$ cat src/pkg/vic_pkg.sv
package vic_pkg;

	// Clock and timer rates
	localparam int unsigned CLK_HZ   = 125_000_000;
	localparam int unsigned TICK_HZ  = 1_000_000;
	localparam int unsigned TICK_DIV = CLK_HZ / TICK_HZ;
	localparam int unsigned DIV_W    = 7;
	localparam logic [DIV_W-1:0] DIV_LAST = DIV_W'(TICK_DIV - 1);

	// Free-running timer shape
	localparam int unsigned TIMER_W  = 12;
	localparam int unsigned TAP_128  = 7;
	localparam int unsigned TAP_1024 = 10;

	// Interrupt sources, index equals vector number
	localparam int unsigned NUM_SRC      = 7;
	localparam int unsigned VEC_W        = 3;
	localparam int unsigned SRC_BUS_RST  = 0;
	localparam int unsigned SRC_TICK128  = 1;
	localparam int unsigned SRC_TICK1024 = 2;
	localparam int unsigned SRC_EP0      = 3;
	localparam int unsigned SRC_EP1      = 4;
	localparam int unsigned SRC_WAKE     = 5;
	localparam int unsigned SRC_GPIO     = 6;
	localparam int unsigned EP_N         = 2;
	localparam int unsigned GPIO_N       = 10;

	// APB register byte offsets
	localparam int unsigned ADDR_W = 8;
	localparam logic [ADDR_W-1:0] OFF_TIMER    = 8'h00;
	localparam logic [ADDR_W-1:0] OFF_STATUS   = 8'h04;
	localparam logic [ADDR_W-1:0] OFF_CLEAR    = 8'h08;
	localparam logic [ADDR_W-1:0] OFF_ENABLE   = 8'h0c;
	localparam logic [ADDR_W-1:0] OFF_GPIO_EN  = 8'h10;
	localparam logic [ADDR_W-1:0] OFF_GPIO_POL = 8'h14;
	localparam logic [ADDR_W-1:0] OFF_CTRL     = 8'h18;
	localparam logic [ADDR_W-1:0] OFF_VECTOR   = 8'h1c;

	// Reset values and field positions
	localparam logic [NUM_SRC-1:0] ENABLE_RST   = 7'h00;
	localparam logic [GPIO_N-1:0]  GPIO_EN_RST  = 10'h000;
	localparam logic [GPIO_N-1:0]  GPIO_POL_RST = 10'h000;
	localparam int unsigned CTRL_PS2_BIT   = 0;
	localparam int unsigned VEC_IRQ_BIT    = 3;

	// Quiet time that re-arms the PS/2 activity detector
	localparam int unsigned PS2_IDLE_US = 100;
	localparam int unsigned PS2_IDLE_TICKS = PS2_IDLE_US * TICK_HZ / 1_000_000;
	localparam logic [6:0] PS2_IDLE_LAST = 7'(PS2_IDLE_TICKS - 1);

	typedef enum logic [0:0] {PS2_ARMED, PS2_BUSY} ps2_state_t;

endpackage

$ cat src/pkg/tick_if.sv
`timescale 1ns/1ps
`default_nettype none

// Timer count and tick enables shared between timer and controller
interface tick_if;
	logic [vic_pkg::TIMER_W-1:0] count;
	logic                        tick_us;
	logic                        tap128;
	logic                        tap1024;

	modport timer (output count, output tick_us, output tap128, output tap1024);
	modport user  (input count, input tick_us, input tap128, input tap1024);
endinterface

`default_nettype wire

$ cat src/rtl/vectored_interrupt_and_tick_timer.sv
`timescale 1ns/1ps
`default_nettype none

// How it works
// - Seven maskable sources, each its own vector
// - Twelve-bit timer counts up at 1 MHz
// - Periodic 128 us and 1.024 ms interrupts
// - Endpoint interrupt after its transaction completes
// - Per-pin mask gates the shared GPIO interrupt
// - Per-pin polarity picks rising or falling edge
// - Timer count readable anytime for interval measurement
// - PS/2 mode raises interrupt on line activity
module vectored_interrupt_and_tick_timer (
	input  wire logic                        pclk,
	input  wire logic                        presetn,
	input  wire logic                        psel,
	input  wire logic                        penable,
	input  wire logic                        pwrite,
	input  wire logic [vic_pkg::ADDR_W-1:0]  paddr,
	input  wire logic [31:0]                 pwdata,
	output logic      [31:0]                 prdata,
	output logic                             pready,
	output logic                             pslverr,
	input  wire logic                        usb_bus_reset,
	input  wire logic [vic_pkg::EP_N-1:0]    ep_done,
	input  wire logic                        wake_tick,
	input  wire logic [vic_pkg::GPIO_N-1:0]  gpio_pin,
	input  wire logic                        ps2_clk_pin,
	input  wire logic                        ps2_data_pin,
	input  wire logic                        irq_ack,
	output logic                             irq,
	output logic      [vic_pkg::VEC_W-1:0]   irq_vector
);

	tick_if tk ();

	logic [vic_pkg::NUM_SRC-1:0] status_r;
	logic [vic_pkg::NUM_SRC-1:0] enable_r;
	logic [vic_pkg::NUM_SRC-1:0] event_v;
	logic [vic_pkg::NUM_SRC-1:0] clear_v;
	logic [vic_pkg::NUM_SRC-1:0] pend_v;
	logic [vic_pkg::GPIO_N-1:0]  gpio_en_r;
	logic [vic_pkg::GPIO_N-1:0]  gpio_pol_r;
	logic [vic_pkg::GPIO_N-1:0]  gpio_m_r;
	logic [vic_pkg::GPIO_N-1:0]  gpio_s_r;
	logic [vic_pkg::GPIO_N-1:0]  gpio_d_r;
	logic [vic_pkg::GPIO_N-1:0]  gpio_hit;
	logic [1:0]                  ps2_m_r;
	logic [1:0]                  ps2_s_r;
	logic                        ps2_mode_r;
	vic_pkg::ps2_state_t         ps2_state_r;
	logic [6:0]                  ps2_quiet_r;
	logic                        ps2_start;
	logic [vic_pkg::VEC_W-1:0]   vector_r;
	logic [31:0]                 prdata_r;
	logic                        pslverr_r;
	logic                        apb_setup;
	logic                        apb_write;
	logic                        ack_hit;

	tick_timer u_timer (
		.pclk    (pclk),
		.presetn (presetn),
		.tk      (tk)
	);

	// Lowest pending vector wins
	function automatic logic [vic_pkg::VEC_W-1:0] lowest_vec(input logic [vic_pkg::NUM_SRC-1:0] p);
		logic [vic_pkg::VEC_W-1:0] v;
		v = '0;
		for (int i = vic_pkg::NUM_SRC - 1; i >= 0; i--) begin
			if (p[i]) begin
				v = vic_pkg::VEC_W'(i);
			end
		end
		return v;
	endfunction

	// Address decode used for the error answer; read data has its own case
	function automatic logic addr_mapped(input logic [vic_pkg::ADDR_W-1:0] a);
		logic ok;
		ok = 1'b0;
		unique case (a)
			vic_pkg::OFF_TIMER, vic_pkg::OFF_STATUS, vic_pkg::OFF_CLEAR,
			vic_pkg::OFF_ENABLE, vic_pkg::OFF_GPIO_EN, vic_pkg::OFF_GPIO_POL,
			vic_pkg::OFF_CTRL, vic_pkg::OFF_VECTOR: ok = 1'b1;
			default: ok = 1'b0;
		endcase
		return ok;
	endfunction

	// APB phases; slave always ready
	assign apb_setup = psel && !penable;
	assign apb_write = psel && penable && pwrite;
	assign pready    = 1'b1;

	// Two-flop synchronisers for pins
	always_ff @(posedge pclk or negedge presetn) begin
		if (!presetn) begin
			gpio_m_r <= '0;
			gpio_s_r <= '0;
			gpio_d_r <= '0;
			ps2_m_r  <= 2'h3;
			ps2_s_r  <= 2'h3;
		end else begin
			gpio_m_r <= gpio_pin;
			gpio_s_r <= gpio_m_r;
			gpio_d_r <= gpio_s_r;
			ps2_m_r  <= {ps2_clk_pin, ps2_data_pin};
			ps2_s_r  <= ps2_m_r;
		end
	end

	// Per-pin edge select and mask
	for (genvar g = 0; g < vic_pkg::GPIO_N; g++) begin : g_pin
		assign gpio_hit[g] = gpio_en_r[g] &&
			(gpio_pol_r[g] ? (gpio_s_r[g] && !gpio_d_r[g]) : (!gpio_s_r[g] && gpio_d_r[g]));
	end

	// PS/2 activity detector, re-armed after quiet lines
	always_ff @(posedge pclk or negedge presetn) begin
		if (!presetn) begin
			ps2_state_r <= vic_pkg::PS2_ARMED;
			ps2_quiet_r <= '0;
		end else begin
			unique case (ps2_state_r)
				vic_pkg::PS2_ARMED: begin
					ps2_quiet_r <= '0;
					if (ps2_start) begin
						ps2_state_r <= vic_pkg::PS2_BUSY;
					end
				end
				vic_pkg::PS2_BUSY: begin
					if (!ps2_mode_r) begin
						ps2_state_r <= vic_pkg::PS2_ARMED;
					end else if (ps2_s_r != 2'h3) begin
						ps2_quiet_r <= '0;
					end else if (tk.tick_us) begin
						if (ps2_quiet_r == vic_pkg::PS2_IDLE_LAST) begin
							ps2_state_r <= vic_pkg::PS2_ARMED;
						end else begin
							ps2_quiet_r <= ps2_quiet_r + 7'h01;
						end
					end
				end
			endcase
		end
	end

	assign ps2_start = ps2_mode_r && (ps2_state_r == vic_pkg::PS2_ARMED) && (ps2_s_r != 2'h3);

	// Source events, one bit per vector
	always_comb begin
		event_v = '0;
		event_v[vic_pkg::SRC_BUS_RST]  = usb_bus_reset || ps2_start;
		event_v[vic_pkg::SRC_TICK128]  = tk.tap128;
		event_v[vic_pkg::SRC_TICK1024] = tk.tap1024;
		event_v[vic_pkg::SRC_EP0]      = ep_done[0];
		event_v[vic_pkg::SRC_EP1]      = ep_done[1];
		event_v[vic_pkg::SRC_WAKE]     = wake_tick;
		event_v[vic_pkg::SRC_GPIO]     = |gpio_hit;
	end

	// Clears from software and from the CPU acknowledge
	assign ack_hit = irq_ack && status_r[vector_r];
	always_comb begin
		clear_v = '0;
		if (apb_write && paddr == vic_pkg::OFF_CLEAR) begin
			clear_v = pwdata[vic_pkg::NUM_SRC-1:0];
		end
		if (ack_hit) begin
			clear_v[vector_r] = 1'b1;
		end
	end

	// Sticky status; a new event beats a clear
	always_ff @(posedge pclk or negedge presetn) begin
		if (!presetn) begin
			status_r <= '0;
		end else begin
			status_r <= (status_r & ~clear_v) | event_v;
		end
	end

	// Masked pending set and vector register
	assign pend_v = status_r & enable_r;
	always_ff @(posedge pclk or negedge presetn) begin
		if (!presetn) begin
			vector_r <= '0;
		end else begin
			vector_r <= lowest_vec(pend_v);
		end
	end

	assign irq        = |pend_v;
	assign irq_vector = vector_r;

	// Software-written control registers
	always_ff @(posedge pclk or negedge presetn) begin
		if (!presetn) begin
			enable_r   <= vic_pkg::ENABLE_RST;
			gpio_en_r  <= vic_pkg::GPIO_EN_RST;
			gpio_pol_r <= vic_pkg::GPIO_POL_RST;
			ps2_mode_r <= 1'b0;
		end else if (apb_write) begin
			unique case (paddr)
				vic_pkg::OFF_ENABLE:   enable_r   <= pwdata[vic_pkg::NUM_SRC-1:0];
				vic_pkg::OFF_GPIO_EN:  gpio_en_r  <= pwdata[vic_pkg::GPIO_N-1:0];
				vic_pkg::OFF_GPIO_POL: gpio_pol_r <= pwdata[vic_pkg::GPIO_N-1:0];
				vic_pkg::OFF_CTRL:     ps2_mode_r <= pwdata[vic_pkg::CTRL_PS2_BIT];
				default: ;
			endcase
		end
	end

	// Read data and error captured in the setup cycle
	always_ff @(posedge pclk or negedge presetn) begin
		if (!presetn) begin
			prdata_r  <= '0;
			pslverr_r <= 1'b0;
		end else if (apb_setup) begin
			pslverr_r <= !addr_mapped(paddr);
			prdata_r  <= '0;
			unique case (paddr)
				vic_pkg::OFF_TIMER:    prdata_r[vic_pkg::TIMER_W-1:0] <= tk.count;
				vic_pkg::OFF_STATUS:   prdata_r[vic_pkg::NUM_SRC-1:0] <= status_r;
				vic_pkg::OFF_ENABLE:   prdata_r[vic_pkg::NUM_SRC-1:0] <= enable_r;
				vic_pkg::OFF_GPIO_EN:  prdata_r[vic_pkg::GPIO_N-1:0]  <= gpio_en_r;
				vic_pkg::OFF_GPIO_POL: prdata_r[vic_pkg::GPIO_N-1:0]  <= gpio_pol_r;
				vic_pkg::OFF_CTRL:     prdata_r[vic_pkg::CTRL_PS2_BIT] <= ps2_mode_r;
				vic_pkg::OFF_VECTOR:   prdata_r[vic_pkg::VEC_IRQ_BIT:0] <= {irq, vector_r};
				default: ;
			endcase
		end
	end

	assign prdata  = prdata_r;
	assign pslverr = pslverr_r;
endmodule

`default_nettype wire

$ cat src/rtl/tick_timer.sv
`timescale 1ns/1ps
`default_nettype none

module tick_timer (
	input  wire logic pclk,
	input  wire logic presetn,
	tick_if.timer     tk
);

	logic [vic_pkg::DIV_W-1:0]   div_r;
	logic [vic_pkg::TIMER_W-1:0] cnt_r;
	logic [vic_pkg::TIMER_W-1:0] cnt_nxt;
	logic                        us_r;
	logic                        t128_r;
	logic                        t1024_r;
	logic                        us_en;

	assign us_en   = (div_r == vic_pkg::DIV_LAST);
	assign cnt_nxt = cnt_r + 12'h001;

	// Prescaler down to a 1 MHz enable
	always_ff @(posedge pclk or negedge presetn) begin
		if (!presetn) begin
			div_r <= '0;
		end else if (us_en) begin
			div_r <= '0;
		end else begin
			div_r <= div_r + 7'h01;
		end
	end

	// Free-running count, never reloaded
	always_ff @(posedge pclk or negedge presetn) begin
		if (!presetn) begin
			cnt_r <= '0;
		end else if (us_en) begin
			cnt_r <= cnt_nxt;
		end
	end

	// One-cycle pulses on each flip of the tap bits
	always_ff @(posedge pclk or negedge presetn) begin
		if (!presetn) begin
			us_r    <= 1'b0;
			t128_r  <= 1'b0;
			t1024_r <= 1'b0;
		end else begin
			us_r    <= us_en;
			t128_r  <= us_en && (cnt_nxt[vic_pkg::TAP_128] != cnt_r[vic_pkg::TAP_128]);
			t1024_r <= us_en && (cnt_nxt[vic_pkg::TAP_1024] != cnt_r[vic_pkg::TAP_1024]);
		end
	end

	assign tk.count   = cnt_r;
	assign tk.tick_us = us_r;
	assign tk.tap128  = t128_r;
	assign tk.tap1024 = t1024_r;
endmodule

`default_nettype wire

$ cat config.mk
export PLATFORM = sky130hd
export DESIGN_NAME = vectored_interrupt_and_tick_timer
export DESIGN_NICKNAME = d
export VERILOG_FILES = /design/src/pkg/vic_pkg.sv /design/src/pkg/tick_if.sv /design/src/rtl/vectored_interrupt_and_tick_timer.sv /design/src/rtl/tick_timer.sv
export SDC_FILE = /design/constraint.sdc
export NUM_CORES = 1
export LEC_CHECK = 0
export CELL_PAD_IN_SITES_DETAIL_PLACEMENT = 1
export CELL_PAD_IN_SITES_GLOBAL_PLACEMENT = 2
export CORE_MARGIN = 5
export CORE_UTILIZATION = 40
export CTS_BUF_LIST = sky130_fd_sc_hd__clkbuf_4 sky130_fd_sc_hd__clkbuf_8
export CTS_CLUSTER_SIZE = 28
export DETAILED_ROUTE_END_ITERATION = 7
export DONT_BUFFER_PORTS = 1
export PLACE_DENSITY_LB_ADDON = 0.05
export SYNTH_ARGS = -nofsm -noshare
export SYNTH_HDL_FRONTEND = slang
export SYNTH_SLANG_ARGS = --single-unit
$ cat constraint.sdc
create_clock -name pclk -period 1.8 [get_ports pclk]
set_input_delay 0.18 -clock pclk [delete_from_list [all_inputs] [get_ports pclk]]
set_output_delay 0.18 -clock pclk [all_outputs]
set_load 0.02 [all_outputs]
## Word-level counts from Yosys, hierarchy flattened

Memories as Yosys holds them, arrays and structs flattened.
Cells that the tools add are included.

- $add $sub $neg: 3
- Order comparisons: 2
- Equal/unequal tests: 15
- Multiplexer cells: 42
- Bitwise gates (word level): 6
- Reductions and logical operators: 72

Operators by type and width:

| kind | count |
|---|---|
| $mux W7 | 7 |
| $logic_and A1 B1 Y1 | 40 |
| $eq A8 B5 Y1 const B | 4 |
| $logic_not A1 Y1 | 22 |
| $mux W3 | 7 |
| $mux W1 | 19 |
| $pmux W3 S6 | 1 |
| $eq A8 B4 Y1 const B | 2 |
| $pmux W3 S5 | 1 |
| $add A7 B1 Y7 const B | 2 |
| $and A7 B7 Y7 | 2 |
| $eq A7 B7 Y1 const B | 2 |
| $or A7 B7 Y7 | 2 |
| $pmux W7 S2 | 1 |
| $add A12 B1 Y12 const B | 1 |
| $reduce_or A10 Y1 | 1 |
| $pmux W3 S3 | 1 |
| $eq A8 B3 Y1 const B | 1 |
| $logic_not A8 Y1 | 1 |
| $reduce_and A2 Y1 | 4 |
| $not A7 Y7 | 1 |
| $pmux W1 S7 | 1 |
| $reduce_or A7 Y1 | 1 |
| $lt A3 B4 Y1 const B | 1 |
| 13 further kinds | 15 |

- Flip-flop bits (word level): 115
- Memory bits (read-only): 32
- Output and inout port bits: 38
- Word-level logic and storage cells: 161
- Memories kept: 1

Memory list:

| name | depth | bits a word | rd ports | clocked after memory_dff | wr ports | line | RTL |
|---|---|---|---|---|---|---|---|
| (name not given) | 32 | 1 | 1 | 0 | 0 | vectored_interrupt_and_tick_timer.sv:83 | `unique case (a)` |

## Logic depth before layout (Yosys ltp)

- Depth after elaboration: 9
- Depth in mapped cells: 6
- Gate-level depth less buffers: 6

## Cells and area by module

Synthesis repeated with hierarchy kept, for this count alone.

- Cell total of the unflattened synthesis: 460
- Area, all modules: 5263.8 um^2

By module, submodules not included:

| module | times used | cells each | area an instance (um^2) |
|---|---|---|---|
| vectored_interrupt_and_tick_timer | 1 | 381 | 4261.6 |
| tick_timer | 1 | 79 | 1002.2 |

## Least setup slack after synthesis

OpenSTA, ideal clock, no wires.

- Path kind: input-to-reg
- From: input paddr[4] in the netlist's numbering
- To: register status_r[6] in the netlist's numbering
- Library setup time: 0.139 ns
- Data arrival time: 1.537 ns
- Data required time: 1.661 ns
- Path slack: 0.125 ns
- Cell stages on the path: 5
- Cell sequence: buf_6 -> or4_4 -> nor3_2 -> a21oi_1 -> or4_1

- Cells in the longest elaborated chain, start to end: 8

Ends and longest elaborated chain:

| item | line | RTL |
|---|---|---|
| start: declaration | vectored_interrupt_and_tick_timer.sv:19 | `input wire logic [vic_pkg::ADDR_W-1:0] paddr,` |
| $eq A8 B4 Y1 (*) | vectored_interrupt_and_tick_timer.sv:168 | `if (apb_write && paddr == vic_pkg::OFF_CLEAR) begin` |
| $logic_and A1 B1 Y1 (*) | vectored_interrupt_and_tick_timer.sv:168 |  |
| $mux W7 (*) | vectored_interrupt_and_tick_timer.sv:168 |  |
| $or A7 B7 Y7 (no source line) | - |  |
| $mux W7 (*) | vectored_interrupt_and_tick_timer.sv:171 | `if (ack_hit) begin` |
| $not A7 Y7 (*) | vectored_interrupt_and_tick_timer.sv:181 | `status_r <= (status_r & ~clear_v) \| event_v;` |
| $and A7 B7 Y7 (*) | vectored_interrupt_and_tick_timer.sv:181 |  |
| $or A7 B7 Y7 (*) | vectored_interrupt_and_tick_timer.sv:181 |  |
| end signal: assignment | vectored_interrupt_and_tick_timer.sv:181 |  |
| end: declaration | vectored_interrupt_and_tick_timer.sv:37 | `logic [vic_pkg::NUM_SRC-1:0] status_r;` |

Mark *: on every way between the ends. The rest lies on a longest branch, timed or not.
A chain may end at the register's enable or synchronous reset.

## Worst setup path after layout

- From: register enable_r[5] in the netlist's numbering
- To: output irq

- Cells in the longest elaborated chain, start to end: 2

Ends and longest elaborated chain:

| item | line | RTL |
|---|---|---|
| start: declaration | vectored_interrupt_and_tick_timer.sv:38 | `logic [vic_pkg::NUM_SRC-1:0] enable_r;` |
| start signal: assignment | vectored_interrupt_and_tick_timer.sv:201 | `enable_r <= vic_pkg::ENABLE_RST;` |
| start signal: assignment | vectored_interrupt_and_tick_timer.sv:207 | `vic_pkg::OFF_ENABLE: enable_r <= pwdata[vic_pkg::NUM_SRC-1:0];` |
| $and A7 B7 Y7 | vectored_interrupt_and_tick_timer.sv:186 | `assign pend_v = status_r & enable_r;` |
| $reduce_or A7 Y1 | vectored_interrupt_and_tick_timer.sv:195 | `assign irq = \|pend_v;` |
| end: declaration | vectored_interrupt_and_tick_timer.sv:31 | `output logic irq,` |

No other way between the ends.

==> metrics.md <==
| Metric | Value |
|---|---|
| Status | complete, but fails checks |
| Failing checks | negative hold slack |
| Commonest cells after routing, fill and taps aside | dfrtp_1 (111), nand2_1 (36), o21ai_0 (31), mux2_2 (29), dlygate4sd3_1 (28) |
| Synth warn | 0 |
| Most common cell after layout, fill and taps aside | dfrtp_1 |
| Critical-path cell list | a222oi_1, buf_4, nand3_4, buf_6 |
| Largest family of logic cells by synthesized area | simple AND/OR/NAND/NOR gates |
| Fraction of layout cells with a size suffix above 1 | 20.6% |
| Syn-to-layout area delta | 19.4% |
| Num CTS Buffers | 17 |
| Synth Flop Type | dfrtp_1 |
| Startpoint class of the critical path | flop |
| Syn Inst Count | about 460 |
| CP endpoint kind | output pin |
| Finished Core Util | 49.0% |
| # diodes | 0 |
| CTS max path bufs | 2 |
| Gr usage total | 19.0% |
| Synth Area in Compound Gates | 10.1% |
| Setup CP Type | flop to output pin |
| CTS tree | yes |
| Critical path's slowest cell | dfrtp_1 |
| Boundary Pins | 100 |
| Critical Path Fanout Max | 2 |
| GPL Wtd Cong | 0.824 |
| Post-synth EDFFs | 0 |
| Final Setup Violations | 0 |
| Unrepaired setup endpoints after global routing | yes |
| CP peak stage delay | 390 ps |
| Ys async rst share | 100% |
| Adder-cell share of the synthesized area | 0.963% |
| Mux cell area share after synthesis | 8.83% |
| Worst Path Buf+Inv | 2 |
| Seq/Total Area, Yosys | 55.5% |
| Maximum VDD drop | 0.518 mV |
| Fmax | ~570 MHz |
| Worst Slack Setup Final | 39.2 ps |
| Clock Pin Slew Worst Setup and Hold Paths | 70 ps |
| Port bufs | 0 |
| H-tree levels | 4 |
| Worst-margin pin slew | 550 ps |
| Fin. Hold Viols | 115 |
| Final hold slack | -557 ps |
| Synth Area in XOR/XNOR | 2.53% |
| Post-synthesis simple-gate area fraction | between 15 and 20% |
| Clock Skews | 10.8 ps |
| Antenna-violating nets left | 0 |
| Final HPWL DP | a little over 9 mm |
| Net count, final | 581 |
| Die W | between 100 and 150 µm |
| Via density | 5.34 |
| Static Leak | roughly 2.8 nW |
| Slew margin rel. | 62.8% |
| Initial Util | 41.0% |
| Synthesized area | ~5200 µm² |
| Clock Tree Root | clkbuf_8 |
| Pwr Density | 900 nW/µm² |
| WL/cell | 19.3 µm |
| Final count of pins violating max slew | 0 |
| Total core area | roughly 13000 µm² |
| Largest net degree at the start of global routing | 116 |
| Vias post-DR | 3738 |
| TritonRoute pass-1 iters | 4 |
| Fin crit share | a little over nine tenths |
| Max cap viols | 0 |
| DIE AREA | 15400 µm² |
| Drt total wl | 13.5 mm |
| Number of global-route vias before repair | 3913 |
| Die height | 124 µm |
| Clock Latency Late Sink | 430 ps |
| Pre-CTS WS | 82.9 ps |
| GRT overflow | 0 |
| Library cells used by synthesis | 59 |
| First-pass GRT wire length | 21.5 mm |
| DRC viols | 0 |
| # rows | 41 |
| Syn_area_per_cell | 11.4 µm² |
| Post-route minimum period | around 1800 ps |
| Critical Path RT | ~1600 ps |
| Hold buffers post-CTS | 28 |
| Critical Path AT | 1580 ps |
| Initial antenna violation count | 0 |
| Number of synthesized register bits | around 120 |
| Clk sinks | 115 |
| Critical path's top delay family | flip-flops |
| Iteration-0 DRC Markers | 208 |
| Non-Filler Instances | 700 |
| Hold/Removal Path Class | input pin to asynchronous set/reset pin |
| Post-Place Cells | 635 |
==> per-stage QoR <==
step | cell area, µm² | setup TNS, ps | hold WS, ps | total power, W
finish | 6210 | 0 | -557 | 0.00559
detailed placement | 5420 | 0 | -111 | 0.00294
global route | 6210 | -47.1 | -602 | 0.00583
CTS | 6190 | 0 | -587 | 0.00566
floorplan | 5270 | 0 | -116 | 0.00295
global placement | 5420 | 0 | -111 | 0.00294
==> cell families (layout without fill, tap and decap cells) <==
family                   after synthesis  in the layout
AND/OR/NAND/NOR                      160            160
flip-flops                           115            115
AO/OA/AOI/OAI                         83             83
multiplexers                          41             41
buffers and inverters                 36             89
XOR/XNOR                              15             15
adder cells (fa/ha/maj)                4              4
other                                  2             21
==> cell usage after synthesis, types with 5 or more instances <==
cell type	n	area, µm²
dfrtp_1	111	2780
nand2_1	36	135
o21ai_0	31	155
mux2_2	29	327
nand3_1	25	125
buf_4	21	158
nor2_1	18	67.6
a21oi_1	11	55.1
mux2i_1	11	110
nor3b_1	10	75.1
xor2_1	10	87.6
and3_1	9	56.3
clkbuf_1	9	33.8
and3b_1	8	70.1
a21boi_0	7	52.6
nand2b_1	7	43.8
or2_2	7	43.8
nand4_1	6	37.5
nor3_1	6	30.0
o211ai_1	6	45.0
a31oi_1	5	31.3
xnor2_1	5	43.8
==> registers in the layout, summed over array words and instances (netlist names), 2 cells and up <==
| signal | flops |
|---|---|
| gpio_d_r | 10 |
| ps2_quiet_r | 7 |
| irq_vector | 3 |
| gpio_s_r | 10 |
| gpio_m_r | 10 |
| prdata | 12 |
| ps2_m_r | 2 |
| enable_r | 7 |
| gpio_pol_r | 10 |
| status_r | 7 |
| u_timer.div_r | 7 |
| ps2_s_r | 2 |
| gpio_en_r | 10 |
| u_timer.tk.count | 12 |
==> worst reg2reg max path, delay by kind of cell, from the launching register on <==
| family | cells | cell delay [ps] |
|---|---|---|
| simple gates | 3 | 920 |
| flops | 1 | 410 |
| compound gates | 1 | 240 |
==> report_power, final <==
group          total [W]  switching, W  internal, W
clock            0.00262       0.00102      0.00160
combinational   0.000257      0.000136     0.000121
sequential       0.00272     0.0000593      0.00266
==> metal layers <==
layer  share of wire [%]  global-route usage [%]  up-vias  routed length, µm
met5                   0                       0        -                  0
met2                  45                    28.9       93               6070
met4                 1.4                    6.16        0                187
li1                    -                       -     1737                  -
met1                  47                    26.1     1897               6410
met3                 6.2                    5.50       11                838
==> repair_timing <==
action	4_1_cts	5_1_grt
gates resized for setup	3	3
buffers inserted	5	0
pin swaps	1	0
hold endpoints to repair	169	115
setup endpoints to repair	1	3
==> final cells by class <==
| class | instances | area (µm²) |
|---|---|---|
| fillers | 1373 | 6460 |
| flip-flops and latches | 115 | 2880 |
| multi-input cells | 324 | 2190 |
| repair buffers | 53 | 472 |
| clock buffers | 22 | 278 |
| well taps | 172 | 215 |
| clock inverters | 10 | 156 |
| inverters | 4 | 15.0 |
==> final timing paths <==
check	from	end	slack, ps	cells after the start
max reg2reg	gpio_pol_r[1]	status_r[6]	100	4
min	presetn	u_timer.div_r[5]	-560	0
max	enable_r[5]	irq	40	4
min in group pclk	pwdata[0]	status_r[0]	20	2
min reg2reg	gpio_m_r[1]	gpio_s_r[1]	350	0
max in group asynchronous	presetn	ps2_s_r[1]	2160	0
(Power assumes the default switching activity.)
